==> src/hw/cfl_cfg.svh <==
`ifndef CFL_CFG_SVH
`define CFL_CFG_SVH

// Link address: index in [7:2], channel in [1:0]
`define CFL_IDX_ROLE 6'h00
`define CFL_IDX_ADC 6'h01
`define CFL_IDX_DIN_A 6'h02
`define CFL_IDX_DIN_B 6'h03
`define CFL_IDX_RES 6'h04
`define CFL_IDX_OUT 6'h05
`define CFL_IDX_DAC 6'h06
`define CFL_IDX_ALERT 6'h08

// Field positions in the 16-bit link data
`define CFL_ADC_MUX_LSB 0
`define CFL_ADC_RNG_LSB 4
`define CFL_DINA_THR_LSB 0
`define CFL_DINA_CMP_BIT 8
`define CFL_DINA_INV_BIT 9
`define CFL_DINA_SINK_BIT 10
`define CFL_DINB_TMODE_BIT 0
`define CFL_RES_WIRE_BIT 0
`define CFL_RES_CUR_LSB 1
`define CFL_RES_REF_BIT 3
`define CFL_OUT_SUP_LSB 0
`define CFL_ALERT_POR_BIT 0

// Default field values
`define CFL_MUX_LF_GND 3'h0
`define CFL_MUX_HF_LF 3'h1
`define CFL_MUX_LF_VSN 3'h3
`define CFL_RNG_0_12V 3'h0
`define CFL_RNG_BIPOLAR_LOW 3'h2
`define CFL_RNG_NEG_LOW 3'h3
`define CFL_RNG_POS_LOW 3'h4
`define CFL_RNG_RES 3'h5
`define CFL_THR_HALF 7'h49
`define CFL_THR_ZERO 7'h00
`define CFL_SUP_LOCK 2'h0
`define CFL_SUP_TRACK 2'h2
`define CFL_WIRE_THREE 1'h0
`define CFL_CUR_1MA 2'h1
`define CFL_REF_2V 1'h0

// Host register map (APB byte addresses)
`define CFL_APB_CMD 12'h000
`define CFL_APB_STATUS 12'h004
`define CFL_ALERT_ALL 16'hffff

// Timing
`define CFL_CLK_NS 40
`define CFL_T_INIT_NS 300000
`define CFL_T_INIT_MODEM_NS 4200000

`endif

==> src/hw/cfl_pkg.sv <==
package cfl_pkg;

  typedef enum logic [3:0] {
    role_float = 4'h0,
    role_voltage_drive = 4'h1,
    role_current_drive = 4'h2,
    role_voltage_sense = 4'h3,
    role_current_sense_ext = 4'h4,
    role_current_sense_loop = 4'h5,
    role_resistance_sense = 4'h7,
    role_logic_in = 4'h8,
    role_loop_logic_in = 4'h9,
    role_current_drive_modem = 4'ha,
    role_current_sense_ext_modem = 4'hb,
    role_current_sense_loop_modem = 4'hc
  } cfl_role_e;

  typedef struct packed {
    logic [2:0] mux;
    logic [2:0] span;
    logic detector_on;
    logic invert;
    logic [6:0] thresh;
    logic [1:0] supply;
  } cfl_defaults_s;

  typedef enum logic [6:0] {
    st_clear = 7'h01,
    st_idle = 7'h02,
    st_float = 7'h04,
    st_dac = 7'h08,
    st_settle = 7'h10,
    st_role = 7'h20,
    st_init = 7'h40
  } cfl_host_state_e;

  typedef logic [15:0] cfl_data_t;

endpackage : cfl_pkg

==> src/hw/cfl_link_if.sv <==
`timescale 1ns/1ps
`default_nettype none

interface cfl_link_if;
  logic req;
  logic we;
  logic [7:0] addr;
  logic [15:0] wdata;
  logic [15:0] rdata;
  logic ack;
  logic alert_n;

  modport dev (
    input req,
    input we,
    input addr,
    input wdata,
    output rdata,
    output ack,
    output alert_n
  );

  modport host (
    output req,
    output we,
    output addr,
    output wdata,
    input rdata,
    input ack,
    input alert_n
  );
endinterface : cfl_link_if

`default_nettype wire

==> src/hw/cfl_device.sv <==
// Register access over APB and the register offsets are this design's own decisions.
`timescale 1ns/1ps
`default_nettype none
`include "cfl_cfg.svh"
// Notes on behaviour
// - Reset sets power-on flag, alert low
// - Alert flags clear on written one
// - Host clears alert flags after power-up
// - Role write loads that channel's defaults
// - Any role: three-wire, 1mA, 2V reference
// - Any role: sink off, threshold scales supply
// - Four-bit role code decode table
// - External current sense defaults
// - Loop current sense defaults, inverted
// - Current drive defaults, tracking supply
// - Logic input defaults, half-supply threshold
// - Float, voltage, resistance defaults
// - Host floats channel before new role
// - Host holds role for init time
// - Role change keeps DAC code
// - Host writes intended DAC code first
// - Bipolar drive starts at mid-scale code; host writes the command's DAC code as given
// - Host waits init time after DAC, before role
// - Float, DAC, wait, role, wait sequence

module cfl_device #(
  parameter int CHANNELS = 4
) (
  input wire logic pclk,
  input wire logic presetn,
  cfl_link_if.dev link,
  output logic [CHANNELS*4-1:0] role_code_flat,
  output logic [CHANNELS-1:0] detector_on_flat,
  output logic [CHANNELS*16-1:0] dac_code_flat
);
  import cfl_pkg::*;

  generate
    if (CHANNELS < 1 || CHANNELS > 4)
    begin : g_bad_channels
      $error("CHANNELS must be 1 to 4");
    end
  endgenerate

  function automatic cfl_defaults_s role_defaults(input logic [3:0] code);
    cfl_defaults_s d;
    d.mux = `CFL_MUX_LF_GND;
    d.span = `CFL_RNG_0_12V;
    d.detector_on = 1'b0;
    d.invert = 1'b0;
    d.thresh = `CFL_THR_ZERO;
    d.supply = `CFL_SUP_LOCK;
    case (code)
      role_voltage_drive:
      begin
        d.mux = `CFL_MUX_HF_LF;
        d.span = `CFL_RNG_BIPOLAR_LOW;
      end
      role_current_drive, role_current_drive_modem:
      begin
        d.supply = `CFL_SUP_TRACK;
      end
      role_current_sense_ext, role_current_sense_ext_modem:
      begin
        d.mux = `CFL_MUX_HF_LF;
        d.span = `CFL_RNG_NEG_LOW;
        d.detector_on = 1'b1;
        d.thresh = `CFL_THR_HALF;
      end
      role_current_sense_loop, role_current_sense_loop_modem:
      begin
        d.mux = `CFL_MUX_HF_LF;
        d.span = `CFL_RNG_POS_LOW;
        d.detector_on = 1'b1;
        d.invert = 1'b1;
        d.thresh = `CFL_THR_HALF;
      end
      role_resistance_sense:
      begin
        d.mux = `CFL_MUX_LF_VSN;
        d.span = `CFL_RNG_RES;
      end
      role_logic_in, role_loop_logic_in:
      begin
        d.detector_on = 1'b1;
        d.thresh = `CFL_THR_HALF;
      end
      default:
      begin
        // Float, voltage sense and every undefined code keep the float set
        d.mux = `CFL_MUX_LF_GND;
      end
    endcase
    return d;
  endfunction : role_defaults

  logic [3:0] role_reg [CHANNELS];
  logic [3:0] role_next [CHANNELS];
  logic [2:0] mux_reg [CHANNELS];
  logic [2:0] mux_next [CHANNELS];
  logic [2:0] span_reg [CHANNELS];
  logic [2:0] span_next [CHANNELS];
  logic det_reg [CHANNELS];
  logic det_next [CHANNELS];
  logic inv_reg [CHANNELS];
  logic inv_next [CHANNELS];
  logic [6:0] thr_reg [CHANNELS];
  logic [6:0] thr_next [CHANNELS];
  logic sink_reg [CHANNELS];
  logic sink_next [CHANNELS];
  logic tmode_reg [CHANNELS];
  logic tmode_next [CHANNELS];
  logic wire_reg [CHANNELS];
  logic wire_next [CHANNELS];
  logic [1:0] cur_reg [CHANNELS];
  logic [1:0] cur_next [CHANNELS];
  logic ref_reg [CHANNELS];
  logic ref_next [CHANNELS];
  logic [1:0] sup_reg [CHANNELS];
  logic [1:0] sup_next [CHANNELS];
  logic [15:0] dac_reg [CHANNELS];
  logic [15:0] dac_next [CHANNELS];
  logic por_flag_reg;
  logic por_flag_next;
  logic alert_n_reg;
  logic alert_n_next;
  logic ack_reg;
  logic ack_next;
  cfl_data_t rdata_reg;
  cfl_data_t rdata_next;

  logic take;
  logic [5:0] idx;
  logic [1:0] ch;
  cfl_defaults_s dflt;

  assign take = link.req && !ack_reg;
  assign idx = link.addr[7:2];
  assign ch = link.addr[1:0];
  assign dflt = role_defaults(link.wdata[3:0]);

  always_comb
  begin
    role_next = role_reg;
    mux_next = mux_reg;
    span_next = span_reg;
    det_next = det_reg;
    inv_next = inv_reg;
    thr_next = thr_reg;
    sink_next = sink_reg;
    tmode_next = tmode_reg;
    wire_next = wire_reg;
    cur_next = cur_reg;
    ref_next = ref_reg;
    sup_next = sup_reg;
    dac_next = dac_reg;
    por_flag_next = por_flag_reg;
    ack_next = take;
    rdata_next = rdata_reg;
    for (int c = 0; c < CHANNELS; c++)
    begin
      if (take && link.we && ch == 2'(c))
      begin
        unique case (idx)
          `CFL_IDX_ROLE:
          begin
            // Every dependent field moves in this cycle; DAC is left alone
            role_next[c] = link.wdata[3:0];
            mux_next[c] = dflt.mux;
            span_next[c] = dflt.span;
            det_next[c] = dflt.detector_on;
            inv_next[c] = dflt.invert;
            thr_next[c] = dflt.thresh;
            sup_next[c] = dflt.supply;
            wire_next[c] = `CFL_WIRE_THREE;
            cur_next[c] = `CFL_CUR_1MA;
            ref_next[c] = `CFL_REF_2V;
            sink_next[c] = 1'b0;
            tmode_next[c] = 1'b0;
          end
          `CFL_IDX_ADC:
          begin
            mux_next[c] = link.wdata[`CFL_ADC_MUX_LSB +: 3];
            span_next[c] = link.wdata[`CFL_ADC_RNG_LSB +: 3];
          end
          `CFL_IDX_DIN_A:
          begin
            thr_next[c] = link.wdata[`CFL_DINA_THR_LSB +: 7];
            det_next[c] = link.wdata[`CFL_DINA_CMP_BIT];
            inv_next[c] = link.wdata[`CFL_DINA_INV_BIT];
            sink_next[c] = link.wdata[`CFL_DINA_SINK_BIT];
          end
          `CFL_IDX_DIN_B: tmode_next[c] = link.wdata[`CFL_DINB_TMODE_BIT];
          `CFL_IDX_RES:
          begin
            wire_next[c] = link.wdata[`CFL_RES_WIRE_BIT];
            cur_next[c] = link.wdata[`CFL_RES_CUR_LSB +: 2];
            ref_next[c] = link.wdata[`CFL_RES_REF_BIT];
          end
          `CFL_IDX_OUT: sup_next[c] = link.wdata[`CFL_OUT_SUP_LSB +: 2];
          `CFL_IDX_DAC: dac_next[c] = link.wdata;
          default:
          begin
            dac_next[c] = dac_reg[c];
          end
        endcase
      end
      if (take && !link.we && ch == 2'(c))
      begin
        rdata_next = '0;
        unique case (idx)
          `CFL_IDX_ROLE: rdata_next[3:0] = role_reg[c];
          `CFL_IDX_ADC:
          begin
            rdata_next[`CFL_ADC_MUX_LSB +: 3] = mux_reg[c];
            rdata_next[`CFL_ADC_RNG_LSB +: 3] = span_reg[c];
          end
          `CFL_IDX_DIN_A:
          begin
            rdata_next[`CFL_DINA_THR_LSB +: 7] = thr_reg[c];
            rdata_next[`CFL_DINA_CMP_BIT] = det_reg[c];
            rdata_next[`CFL_DINA_INV_BIT] = inv_reg[c];
            rdata_next[`CFL_DINA_SINK_BIT] = sink_reg[c];
          end
          `CFL_IDX_DIN_B: rdata_next[`CFL_DINB_TMODE_BIT] = tmode_reg[c];
          `CFL_IDX_RES:
          begin
            rdata_next[`CFL_RES_WIRE_BIT] = wire_reg[c];
            rdata_next[`CFL_RES_CUR_LSB +: 2] = cur_reg[c];
            rdata_next[`CFL_RES_REF_BIT] = ref_reg[c];
          end
          `CFL_IDX_OUT: rdata_next[`CFL_OUT_SUP_LSB +: 2] = sup_reg[c];
          `CFL_IDX_DAC: rdata_next = dac_reg[c];
          default: rdata_next = '0;
        endcase
      end
    end
    if (take && idx == `CFL_IDX_ALERT)
    begin
      if (link.we)
      begin
        // Writing zero leaves the flag; nothing in hardware sets it again
        por_flag_next = por_flag_reg & ~link.wdata[`CFL_ALERT_POR_BIT];
      end
      else
      begin
        rdata_next = '0;
        rdata_next[`CFL_ALERT_POR_BIT] = por_flag_reg;
      end
    end
    alert_n_next = !por_flag_next;
  end

  always_ff @(posedge pclk or negedge presetn)
  begin
    if (!presetn)
    begin
      for (int c = 0; c < CHANNELS; c++)
      begin
        role_reg[c] <= 4'h0;
        mux_reg[c] <= `CFL_MUX_LF_GND;
        span_reg[c] <= `CFL_RNG_0_12V;
        det_reg[c] <= 1'b0;
        inv_reg[c] <= 1'b0;
        thr_reg[c] <= `CFL_THR_ZERO;
        sink_reg[c] <= 1'b0;
        tmode_reg[c] <= 1'b0;
        wire_reg[c] <= `CFL_WIRE_THREE;
        cur_reg[c] <= `CFL_CUR_1MA;
        ref_reg[c] <= `CFL_REF_2V;
        sup_reg[c] <= `CFL_SUP_LOCK;
        dac_reg[c] <= 16'h0000;
      end
      por_flag_reg <= 1'b1;
      alert_n_reg <= 1'b0;
      ack_reg <= 1'b0;
      rdata_reg <= 16'h0000;
    end
    else
    begin
      role_reg <= role_next;
      mux_reg <= mux_next;
      span_reg <= span_next;
      det_reg <= det_next;
      inv_reg <= inv_next;
      thr_reg <= thr_next;
      sink_reg <= sink_next;
      tmode_reg <= tmode_next;
      wire_reg <= wire_next;
      cur_reg <= cur_next;
      ref_reg <= ref_next;
      sup_reg <= sup_next;
      dac_reg <= dac_next;
      por_flag_reg <= por_flag_next;
      alert_n_reg <= alert_n_next;
      ack_reg <= ack_next;
      rdata_reg <= rdata_next;
    end
  end

  assign link.ack = ack_reg;
  assign link.rdata = rdata_reg;
  assign link.alert_n = alert_n_reg;

  for (genvar c = 0; c < CHANNELS; c++)
  begin : g_flat
    assign role_code_flat[c*4 +: 4] = role_reg[c];
    assign detector_on_flat[c] = det_reg[c];
    assign dac_code_flat[c*16 +: 16] = dac_reg[c];
  end

endmodule : cfl_device

`default_nettype wire

==> src/flat_wrapper.sv <==
// flat-port wrapper written by rule: the top's interface ports become plain ports
module cfl_device_flat import cfl_pkg::*;
#(
  parameter int CHANNELS = 4
)
  (pclk, presetn, role_code_flat, detector_on_flat, dac_code_flat, link_req, link_we, link_addr, link_wdata, link_rdata, link_ack, link_alert_n);
  cfl_link_if link_i ();
  input wire logic pclk;
  input wire logic presetn;
  output logic [CHANNELS*4-1:0] role_code_flat;
  output logic [CHANNELS-1:0] detector_on_flat;
  output logic [CHANNELS*16-1:0] dac_code_flat;
  input wire logic [$bits(link_i.req)-1:0] link_req;
  input wire logic [$bits(link_i.we)-1:0] link_we;
  input wire logic [$bits(link_i.addr)-1:0] link_addr;
  input wire logic [$bits(link_i.wdata)-1:0] link_wdata;
  output wire logic [$bits(link_i.rdata)-1:0] link_rdata;
  output wire logic [$bits(link_i.ack)-1:0] link_ack;
  output wire logic [$bits(link_i.alert_n)-1:0] link_alert_n;
  assign link_i.req = link_req;
  assign link_i.we = link_we;
  assign link_i.addr = link_addr;
  assign link_i.wdata = link_wdata;
  assign link_rdata = link_i.rdata;
  assign link_ack = link_i.ack;
  assign link_alert_n = link_i.alert_n;
  cfl_device #(.CHANNELS(CHANNELS)) u_core (.pclk(pclk), .presetn(presetn), .link(link_i), .role_code_flat(role_code_flat), .detector_on_flat(detector_on_flat), .dac_code_flat(dac_code_flat));
endmodule
==> config.mk <==
export PLATFORM = sky130hd
export DESIGN_NAME = cfl_device_flat
export DESIGN_NICKNAME = d
export VERILOG_FILES = /design/src/hw/cfl_pkg.sv /design/src/hw/cfl_link_if.sv /design/src/hw/cfl_device.sv /design/src/flat_wrapper.sv
export VERILOG_INCLUDE_DIRS = /design/src /design/src/hw
export SDC_FILE = /design/constraint.sdc
export NUM_CORES = 1
export LEC_CHECK = 0
export ABC_AREA = 1
export BUFFER_PORTS_ARGS = -buffer_cell sky130_fd_sc_hd__buf_2
export CELL_PAD_IN_SITES_DETAIL_PLACEMENT = 1
export CELL_PAD_IN_SITES_GLOBAL_PLACEMENT = 1
export CORE_MARGIN = 5
export CORE_UTILIZATION = 43
export DETAILED_ROUTE_END_ITERATION = 7
export HOLD_SLACK_MARGIN = 0.12
export PLACE_DENSITY = 0.77
export SLEW_MARGIN = 20
export SYNTH_ARGS = -nofsm -noshare
export SYNTH_HDL_FRONTEND = slang
export SYNTH_SLANG_ARGS = --single-unit
==> constraint.sdc <==
create_clock -name pclk -period 2.15 [get_ports pclk]
set_input_delay 0.43 -clock pclk [delete_from_list [all_inputs] [get_ports pclk]]
set_output_delay 0.43 -clock pclk [all_outputs]
set_load 0.02 [all_outputs]
==> results of run 1 <==
## layout by cell type (no fill, tap or decap), types with 9 or more instances in the layout
cell,netlist,routed
a21oi_1,55,55
nand2_1,355,355
buf_4,4,56
clkbuf_16,0,17
nand3_1,30,30
buf_12,0,11
inv_1,75,75
mux2_2,12,12
nor2_1,44,44
nand4_1,15,15
nor2_2,10,9
dfrtp_1,186,186
inv_2,13,12
buf_2,17,128
a22oi_1,11,11
o21ai_0,160,160
## metal layers
metal	track usage [%]	vias up	share of wire (%)
met4	10.7	0	3.1
met5	0	-	0
met3	4.19	64	5.2
met1	36.9	4219	43
li1	-	3888	-
met2	46.3	257	49
## metrics by stage
stage | worst slack, ps | std cells
6_report | 154 | 1526
4_1_cts | 104 | 1526
2_1_floorplan | 350 | 1073
5_1_grt | 82.0 | 1526
3_5_place_dp | -19.9 | 1494
3_3_place_gp | 74.5 | 1494
## cells by family after synthesis
| logic type | Yosys count | share of synthesized area, % |
|---|---|---|
| compound gates | 263 | 16.1 |
| flops | 191 | 53.6 |
| mux | 12 | 1.51 |
| buf+inv | 134 | 6.15 |
| simple gates | 473 | 22.6 |
## worst max-delay path by stage
stage,slack (ps),startpoint,end,cells past startpoint
3_5_place_dp,-20,link_req,u_core.link.rdata[5]$_DFF_PN0_,12
6_report,150,u_core.link.ack$_DFF_PN0_,u_core.link.rdata[5]$_DFF_PN0_,10
3_3_place_gp,70,link_req,u_core.link.rdata[5]$_DFF_PN0_,12
4_1_cts,100,u_core.link.ack$_DFF_PN0_,u_core.link.rdata[5]$_DFF_PN0_,10
2_1_floorplan,350,u_core.link.ack$_DFF_PN0_,u_core.cur_reg[1]$_DFFE_PN0P_,6
5_1_grt,80,u_core.link.ack$_DFF_PN0_,u_core.link.rdata[5]$_DFF_PN0_,10
## power breakdown
group          switching (W)  total, W  internal (W)
clock                0.00154   0.00330       0.00176
combinational       0.000568  0.000841      0.000273
sequential          0.000102   0.00385       0.00375
## cell type report
type / count / area [um^2]
fill: 2538 / 9400
sequential: 191 / 4790
multi-input combinational: 748 / 3590
timing repair buffer: 197 / 1310
clock buffer: 18 / 429
inverter: 89 / 338
tap: 270 / 338
clock inverter: 13 / 171
## repair_timing
item,in CTS,in global routing
hold buffers,1,0
gates resized for setup,0,1
hold endpoints to repair,47,0
setup endpoints to repair,0,1
## worst max-delay path: cells and delay by family, from the launching register on
family	cells	cell delay [ps]
AOI/OAI and AO/OA	3	380
buffers and inverters	2	430
and+or+nand+nor	5	620
DFF	1	410
==> summary.md, run 1 <==
| Metric | Value |
|---|---|
| Initial antenna violation count | `0` |
| Commonest cells in the netlist | `355 x nand2_1, 186 x dfrtp_1, 160 x o21ai_0` |
| IO Pins | `130` |
| TritonCTS Sinks | `191` |
| Die ar. | `23700 um^2` |
| DR DRC count | `0` |
| CTS tree | `built` |
| Dominant cell type by area after synthesis | `dfrtp_1` |
| Number of global-route vias before repair | `8823` |
| FF-to-FF path depth | `10` |
| Post-route ant nets | `0` |
| Worst vdd ir | `499 uV` |
| Placed Area | `10300 um^2` |
| Reg2reg end | `u_core.link.rdata[5]$_DFF_PN0_` |
| CP max stage delay | `410 ps` |
| Synth top area share | `52.2%` |
| Syn_area_per_cell | `8.32 um^2` |
| Routed via count | `8428` |
| Core Area | `20400 um^2` |
| GPL Wtd Cong | `0.928` |
| DP HPWL | `24300 um` |
| WHS Path Cells | `3` |
| Via-to-Cell Ratio | `5.52` |
| Num CTS Buffers | `17` |
| PD cells | `729 nW/um^2` |
| R2R Path Start | `u_core.link.ack$_DFF_PN0_` |
| Clk pin slew, worst setup/hold paths | `80 ps` |
| Starting Density | `43.8%` |
| Clock root cell | `clkbuf_16` |
| CP most frequent cell | `o21ai_0` |
| Max reg flops | `64` |
| Startpoint types | `register` |
| Fin util | `53.8%` |
| Slew headroom | `64.4%` |
| Post-synthesis cell type count | `41` |
| WHS | `301 ps` |
| Final Hold Fails | `0` |
| Net Count, Synth | `1101` |
| Ys Warns | `0` |
| Drt wl/cell | `21.6 um` |
| Max_cap viols | `0` |
| Total Power | `0.00799 W` |
| Achievable Freq | `501 MHz` |
| Data arrival, critical path | `2300 ps` |
| Status | `completed` |
| Largest net degree at the start of global routing | `58` |
| Syn-to-layout area delta | `22.8%` |
| CP max stage cell | `dfrtp_1` |
| Layout cell share with drive strength beyond 1 | `22.6%` |
| FP Rows | `52` |
| Die width | `154 um` |
| Flop2flop setup slack | `150 ps` |
| Worst skew pair latency | `440 ps` |
| Post-synthesis sequential area ratio | `53.6%` |
| CP max FO | `22` |
| Layout net count | `1272` |
| Fin area | `11000 um^2` |
| Setup TNS | `0 ps` |
| Detailed Route WL | `32900 um` |
| Gr usage total | `27.9%` |
| LEAKAGE | `5.56 nW` |
| RSZ-0062 raised after global routing | `false` |
| Top cells by area, synth | `dfrtp_1 52%, nand2_1 15%, o21ai_0 9.0%` |
| Clock buffer depth | `2` |
| Initial DRC count | `534` |
| EDFF count, synth | `0` |
| Worst clock skew | `11.8 ps` |
| DRT Pass-1 Iters | `5` |
| Global-route wire length before repair | `51100 um` |
| Most used DFF post-synth | `dfrtp_1` |
| Req. time, crit path | `2450 ps` |
| Setup Buffers After CTS | `0` |
| Crit share post-route | `92.8%` |
| Count leader, synth | `nand2_1` |
| Min Tclk post-route | `2000 ps` |
| Final slew viol count | `0` |
| Worst-path cell chain | `nor2_2 > nand2_1 > inv_1 > nand3_1 > clkinv_2 > nand4_1 > o21ai_0 > nor2_1 > o21ai_0 > o21ai_0` |
| Critical path class | `reg2reg` |
| Final setup violation count | `0` |
| Post-synth ARST share | `100%` |
| Mapped Cells | `1073` |
| Hold WC Path Type | `in2reg` |
| Worst hold start | `link_wdata[14]` |
| Number of port buffers | `129` |
| Overflow after GRT | `0` |
| Hold Path End | `u_core.dac_code_flat[30]$_DFFE_PN0P_` |
| Die height | `154 um` |
| Tightest Pin Transition | `534 ps` |
| CP Capture Type | `register` |
| H-tree Lvls | `4` |
| N_diodes | `0` |
| FF+latch count, synth | `191` |
| Mapped cell area | `8920 um^2` |
Note: power is estimated with default switching activity, not from simulation.
==> run 2, diff against run 1 <==
--- a/config.mk
+++ b/config.mk
@@ -11,10 +11,10 @@
 export CELL_PAD_IN_SITES_DETAIL_PLACEMENT = 1
 export CELL_PAD_IN_SITES_GLOBAL_PLACEMENT = 1
 export CORE_MARGIN = 5
-export CORE_UTILIZATION = 43
+export CORE_UTILIZATION = 39
 export DETAILED_ROUTE_END_ITERATION = 7
 export HOLD_SLACK_MARGIN = 0.12
-export PLACE_DENSITY = 0.77
+export PLACE_DENSITY = 0.74
 export SLEW_MARGIN = 20
 export SYNTH_ARGS = -nofsm -noshare
 export SYNTH_HDL_FRONTEND = slang
==> constraint.sdc (replaced) <==
create_clock -name pclk -period 1.7 [get_ports pclk]
set_input_delay 0.34 -clock pclk [delete_from_list [all_inputs] [get_ports pclk]]
set_output_delay 0.34 -clock pclk [all_outputs]
set_load 0.02 [all_outputs]
==> summary.md, run 2 (synthesis gave the netlist of run 1 again) <==
| Metric | Value |
|---|---|
| Startpoint types | `register` |
| H-tree Lvls | `4 (unchanged)` |
| Clock buffer depth | `2 (unchanged)` |
| Fin area | `12000 um^2 (+9.6%)` |
| Die ar. | `26000 um^2 (+9.6%)` |
| Top Family by Delay on Critical Path | `simple AND/OR/NAND/NOR gates` |
| Gr usage total | `26.3% (-1.5 points)` |
| Num CTS Buffers | `17 (unchanged)` |
| Crit share post-route | `105% (+12 points)` |
| Number of port buffers | `129 (unchanged)` |
| Worst clock skew | `12.7 ps (+0.867 ps)` |
| R2R Path Start | `u_core.link.ack$_DFF_PN0_` |
| N_diodes | `0 (unchanged)` |
| Detailed Route WL | `35700 um (+8.5%)` |
| Initial DRC count | `566 (+6.0%)` |
| Clock root cell | `clkbuf_16` |
| Max reg flops | `64 (unchanged)` |
| DR DRC count | `0 (unchanged)` |
| Syn-to-layout area delta | `34.6%` |
| PnR worst setup slack | `-81.8 ps (-236 ps)` |
| Worst skew pair latency | `450 ps (about the same)` |
| Die width | `161 um (+4.7%)` |
| Final Hold Fails | `0 (unchanged)` |
| TritonCTS Sinks | `191 (unchanged)` |
| Overflow after GRT | `0 (unchanged)` |
| DP HPWL | `25100 um (+3.1%)` |
| CP max stage delay | `440 ps (+30 ps)` |
| Most common cell after layout, fill and taps aside | `nand2_1` |
| CP Capture Type | `register` |
| Violated checks | `negative setup slack` |
| Achievable Freq | `561 MHz (+12%)` |
| Placed Area | `10800 um^2 (+4.8%)` |
| Die height | `161 um (+4.7%)` |
| Global-route wire length before repair | `53300 um (+4.3%)` |
| IO Pins | `130 (unchanged)` |
| LEAKAGE | `6.07 nW (+9.1%)` |
| CTS tree | `built` |
| Data arrival, critical path | `2110 ps (-190 ps)` |
| Layout net count | `1348 (+6.0%)` |
| Min Tclk post-route | `1780 ps (-214 ps)` |
| Clk pin slew, worst setup/hold paths | `90 ps (about the same)` |
| Hold WC Path Type | `in2reg` |
| Req. time, crit path | `2030 ps (-420 ps)` |
| Layout cell share with drive strength beyond 1 | `30.7% (+8.1 points)` |
| Largest net degree at the start of global routing | `43 (-26%)` |
| Starting Density | `39.5% (-4.3 points)` |
| WHS Path Cells | `3 (unchanged)` |
| Drt wl/cell | `22.1 um (+2.3%)` |
| Reg2reg end | `u_core.thr_reg[19]$_DFFE_PN0P_` |
| Critical path class | `reg2reg` |
| Worst vdd ir | `561 uV (+13%)` |
| Number of global-route vias before repair | `9416 (+6.7%)` |
| WHS | `206 ps (-94.7 ps)` |
| Most frequent cells in the layout | `339 x nand2_1, 185 x dfrtp_1, 131 x o21ai_0, 128 x buf_2, 112 x buf_4` |
| Final setup violation count | `20 (+20)` |
| Routed via count | `8946 (+6.1%)` |
| DRT Pass-1 Iters | `5 (unchanged)` |
| Max_cap viols | `0 (unchanged)` |
| Flop2flop setup slack | `-80 ps (-240 ps)` |
| Post-route ant nets | `0 (unchanged)` |
| RSZ-0062 raised after global routing | `true` |
| Final slew viol count | `0 (unchanged)` |
| FF-to-FF path depth | `7 (-3)` |
| FP Rows | `55 (+5.8%)` |
| Fin util | `53.2% (-0.60 points)` |
| Via-to-Cell Ratio | `5.53 (+0.11%)` |
| Hold Path End | `u_core.dac_code_flat[46]$_DFFE_PN0P_` |
| Worst-path cell chain | `nor3_4 > inv_4 > nor3_4 > inv_4 > nor2_4 > clkbuf_16 > o21ai_1` |
| Initial antenna violation count | `0 (unchanged)` |
| Worst hold start | `link_wdata[14]` |
| Status | `complete, but fails checks` |
| Fin cells | `1618 (+6.0%)` |
| Core Area | `22600 um^2 (+11%)` |
| Slew headroom | `67.2% (+2.8 points)` |
| GPL Wtd Cong | `0.896 (-3.4%)` |
| WP buf/inv | `3 (+1)` |
| CP max FO | `7 (-68%)` |
| Tightest Pin Transition | `492 ps (-42.5 ps)` |
| PD cells | `863 nW/um^2 (+18%)` |
| Placed Instances | `1563 (+4.6%)` |
| CP max stage cell | `dfrtp_2` |
[run 2: cell count changes in the layout (fill, tap and decap cells not counted), moves of 10 or more]
cell,previous run,this run
nand2_1,355,339
o21ai_1,7,30
o21ai_0,160,131
buf_4,56,112
buf_6,0,10
nand2_2,1,13
[run 2: tightest hold or removal path, stage by stage]
cell	delay, ps
buf_2	70
inv_1	60
o21ai_0	150
[run 2: per-layer routing]
| metal | GRT usage (%) | wire (um) | part of all wire (%) |
|---|---|---|---|
| met3 | 4.34 | 1810 | 5.1 |
| met5 | 0 | 0 | 0 |
| met1 | 34.7 | 15400 | 43 |
| met2 | 44.0 | 17200 | 48 |
| met4 | 9.77 | 1350 | 3.8 |
[run 2: area by class of cell]
type	count	area, um^2
clock buffers	17	425
clock inverters	15	193
fillers	2747	10600
inverters	89	367
multi-input cells	748	3830
flip-flops and latches	191	4790
well taps	285	357
repair buffers	273	2050
[run 2: worst max path at each step]
| stage | start | depth (start not counted) | end | slack (ps) |
|---|---|---|---|---|
| 6_report | u_core.link.ack$_DFF_PN0_ | 7 | u_core.thr_reg[19]$_DFFE_PN0P_ | -80 |
| 3_3_place_gp | link_addr[7] | 10 | u_core.detector_on_flat[1]$_DFFE_PN0P_ | -230 |
| 4_1_cts | u_core.link.ack$_DFF_PN0_ | 6 | u_core.wire_reg[3]$_DFFE_PN0P_ | -30 |
| 2_1_floorplan | u_core.link.ack$_DFF_PN0_ | 6 | u_core.cur_reg[1]$_DFFE_PN0P_ | 20 |
| 5_1_grt | u_core.link.ack$_DFF_PN0_ | 8 | u_core.thr_reg[16]$_DFFE_PN0P_ | -130 |
| 3_5_place_dp | link_addr[5] | 10 | u_core.detector_on_flat[1]$_DFFE_PN0P_ | -270 |
[run 2: repair_timing]
action	4_1_cts	5_1_grt
gates resized for setup	30	85
endpoints found under the hold margin	33	0
setup endpoints to repair	51	165
cloned	0	4
hold buffers	1	0
pin swaps	2	23
buffers inserted	6	12
[run 2: where the power goes]
group          internal, W  switching (W)  total (W)
clock              0.00214        0.00210    0.00424
combinational     0.000452       0.000792    0.00124
sequential         0.00474       0.000140    0.00488
[run 2: per-stage QoR]
| stage | setup WS [ps] | power [W] | TNS [ps] |
|---|---|---|---|
| floorplan | 23.7 | 0.00548 | 0 |
| global placement | -230 | 0.00606 | -11130 |
| detailed placement | -273 | 0.00610 | -17940 |
| CTS | -25.3 | 0.0103 | -214 |
| global route | -132 | 0.0107 | -4440 |
| finish | -81.8 | 0.0104 | -740 |
==> run 3, diff against run 2 <==
--- a/config.mk
+++ b/config.mk
@@ -9,12 +9,12 @@
 export ABC_AREA = 1
 export BUFFER_PORTS_ARGS = -buffer_cell sky130_fd_sc_hd__buf_2
 export CELL_PAD_IN_SITES_DETAIL_PLACEMENT = 1
-export CELL_PAD_IN_SITES_GLOBAL_PLACEMENT = 1
+export CELL_PAD_IN_SITES_GLOBAL_PLACEMENT = 2
 export CORE_MARGIN = 5
-export CORE_UTILIZATION = 39
+export CORE_UTILIZATION = 31
 export DETAILED_ROUTE_END_ITERATION = 7
 export HOLD_SLACK_MARGIN = 0.12
-export PLACE_DENSITY = 0.74
+export PLACE_DENSITY = 0.73
 export SLEW_MARGIN = 20
 export SYNTH_ARGS = -nofsm -noshare
 export SYNTH_HDL_FRONTEND = slang
==> summary.md, run 3 (synthesis gave the netlist of run 1 again) <==
| Metric | Value |
|---|---|
| Syn-to-layout area delta | `40.4%` |
| Fin util | `43.9% (-9.3 points)` |
| Worst clock skew | `16.7 ps (+4.02 ps)` |
| Global-route wire length before repair | `55800 um (+4.8%)` |
| Clock root cell | `clkbuf_16` |
| Fin area | `12500 um^2 (+4.3%)` |
| Max reg flops | `64 (unchanged)` |
| CP max FO | `4 (-3)` |
| Initial DRC count | `581 (+2.7%)` |
| Starting Density | `31.3% (-8.3 points)` |
| Die width | `180 um (+11%)` |
| Worst skew pair latency | `440 ps (about the same)` |
| CP Capture Type | `register` |
| Detailed Route WL | `36800 um (+2.9%)` |
| Overflow after GRT | `0 (unchanged)` |
| Most frequent cells in the layout | `327 x nand2_1, 185 x dfrtp_1, 130 x o21ai_0, 128 x buf_2, 122 x buf_4` |
| Violated checks | `negative setup slack` |
| Hold WC Path Type | `in2reg` |
| Startpoint types | `register` |
| Max_cap viols | `0 (unchanged)` |
| N_diodes | `0 (unchanged)` |
| FP Rows | `62 (+13%)` |
| DRT Pass-1 Iters | `5 (unchanged)` |
| LEAKAGE | `6.23 nW (+2.7%)` |
| CTS tree | `built` |
| Gr usage total | `22.2% (-4.2 points)` |
| H-tree Lvls | `4 (unchanged)` |
| Critical path class | `reg2reg` |
| Total Power | `0.0104 W (+0.57%)` |
| Layout net count | `1371 (+1.7%)` |
| Area of the multi-input gates | `3980 um^2 (+3.7%)` |
| Via-to-Cell Ratio | `5.01 (-9.4%)` |
| Clk pin slew, worst setup/hold paths | `80 ps (about the same)` |
| PD cells | `831 nW/um^2 (-3.6%)` |
| Largest net degree at the start of global routing | `49 (+14%)` |
| Clock buffer depth | `2 (unchanged)` |
| Core Area | `28500 um^2 (+26%)` |
| Number of port buffers | `129 (unchanged)` |
| Slew headroom | `65.1% (-2.1 points)` |
| Initial antenna violation count | `0 (unchanged)` |
| Tightest Pin Transition | `518 ps (+26.4 ps)` |
| Placed Area | `11200 um^2 (+2.9%)` |
| Most common cell after layout, fill and taps aside | `nand2_1` |
| Req. time, crit path | `2020 ps (about the same)` |
| DP HPWL | `27100 um (+8.0%)` |
| Min Tclk post-route | `1800 ps (+16.0 ps)` |
| Achievable Freq | `556 MHz (-0.89%)` |
| Die ar. | `32300 um^2 (+24%)` |
| Drt wl/cell | `21.1 um (-4.3%)` |
| Final setup violation count | `22 (+10%)` |
| Placement Setup Slack | `-291 ps (-18.0 ps)` |
| PnR worst setup slack | `-97.8 ps (-16.0 ps)` |
| Post-route ant nets | `0 (unchanged)` |
| Layout cell share with drive strength beyond 1 | `34.3% (+3.6 points)` |
| IO Pins | `130 (unchanged)` |
| Num CTS Buffers | `17 (unchanged)` |
| Crit share post-route | `106% (+0.94 points)` |
| Number of global-route vias before repair | `9260 (-1.7%)` |
| Final Hold Fails | `0 (unchanged)` |
| TritonCTS Sinks | `191 (unchanged)` |
| GPL Wtd Cong | `0.871 (-2.7%)` |
| # fillers | `3439 (+25%)` |
| Status | `complete, but fails checks` |
| Setup TNS | `-941 ps (-201 ps)` |
| Routed via count | `8713 (-2.6%)` |
| RSZ-0062 raised after global routing | `true` |
| Worst vdd ir | `548 uV (-2.3%)` |
| Die height | `180 um (+11%)` |
| DR DRC count | `0 (unchanged)` |
| Register area | `4790 um^2 (unchanged)` |
| Data arrival, critical path | `2120 ps (about the same)` |
| Final slew viol count | `0 (unchanged)` |
[run 3: changes by cell type in the layout (fill, tap and decap cells not counted), moves of 4 or more]
cell	change
nand2_2	+13
nand2_1	-12
a21oi_1	-11
buf_4	+10
a21oi_2	+9
buf_6	+7
buf_12	+5
inv_8	-4
mux2_2	-4
mux2_4	+4
nor2_1	-4
[run 3: final timing paths]
check | from | to | slack, ps | cells past startpoint
hold / removal | link_wdata[14] | u_core.dac_code_flat[14]$_DFFE_PN0P_ | 210 | 3
setup / recovery | u_core.link.ack$_DFF_PN0_ | u_core.link.rdata[1]$_DFF_PN0_ | -100 | 10
hold reg to reg | u_core.thr_reg[16]$_DFFE_PN0P_ | u_core.thr_reg[16]$_DFFE_PN0P_ | 480 | 2
setup reg to reg | u_core.link.ack$_DFF_PN0_ | u_core.link.rdata[1]$_DFF_PN0_ | -100 | 10
max in group asynchronous | presetn | u_core.cur_reg[2]$_DFFE_PN1P_ | 690 | 3
min in group asynchronous | presetn | u_core.sup_reg[3]$_DFFE_PN0P_ | 360 | 2
[run 3: report_power, final]
part | internal [W] | total (W) | leakage [nW] | switching [W]
logic | 0.000501 | 0.00131 | 3.45 | 0.000805
clock network | 0.00219 | 0.00424 | 0.303 | 0.00204
registers | 0.00474 | 0.00488 | 2.47 | 0.000142
total | 0.00743 | 0.0104 | 6.23 | 0.00299
[run 3: cell type report]
class / instances / share of cell area [%]
Clock inverter: 13 / 1.32
Timing Repair Buffer: 296 / 18.4
Sequential cell: 191 / 38.2
Clock buffer: 19 / 3.61
Inverter: 89 / 2.96
Tap cell: 384 / 3.83
Multi-Input combinational cell: 748 / 31.7
[run 3: routing by layer]
layer  GRT usage, %  share of wire [%]
met5              0                  0
met4           5.97                1.8
met3           3.68                3.7
met2           37.1                 49
met1           30.0                 46
[run 3: repair_timing]
item / 4_1_cts / 5_1_grt
resized for setup: 39 / 131
hold buffers: 1 / 0
endpoints found under the hold margin: 40 / 0
pin swaps: 12 / 23
cloned: 0 / 2
buffers inserted: 9 / 12
endpoints found under the setup margin: 64 / 92
[run 3: through the flow]
step | cells | hold slack, ps
after floorplan | 1073 | 44.4
after global placement | 1684 | 267
after detailed placement | 1684 | 270
after CTS | 1726 | 193
after global routing | 1740 | 209
final | 1740 | 207
[run 3: worst max-delay path: stages (launching register included)]
cell and delay, ps:
dfrtp_2 450, nor2_4 130, nand2_4 80, buf_12 140
nor3_4 160, inv_4 70, a21oi_2 130, nand4_1 180
o21a_1 230, nand2_2 70, nand2_1 50
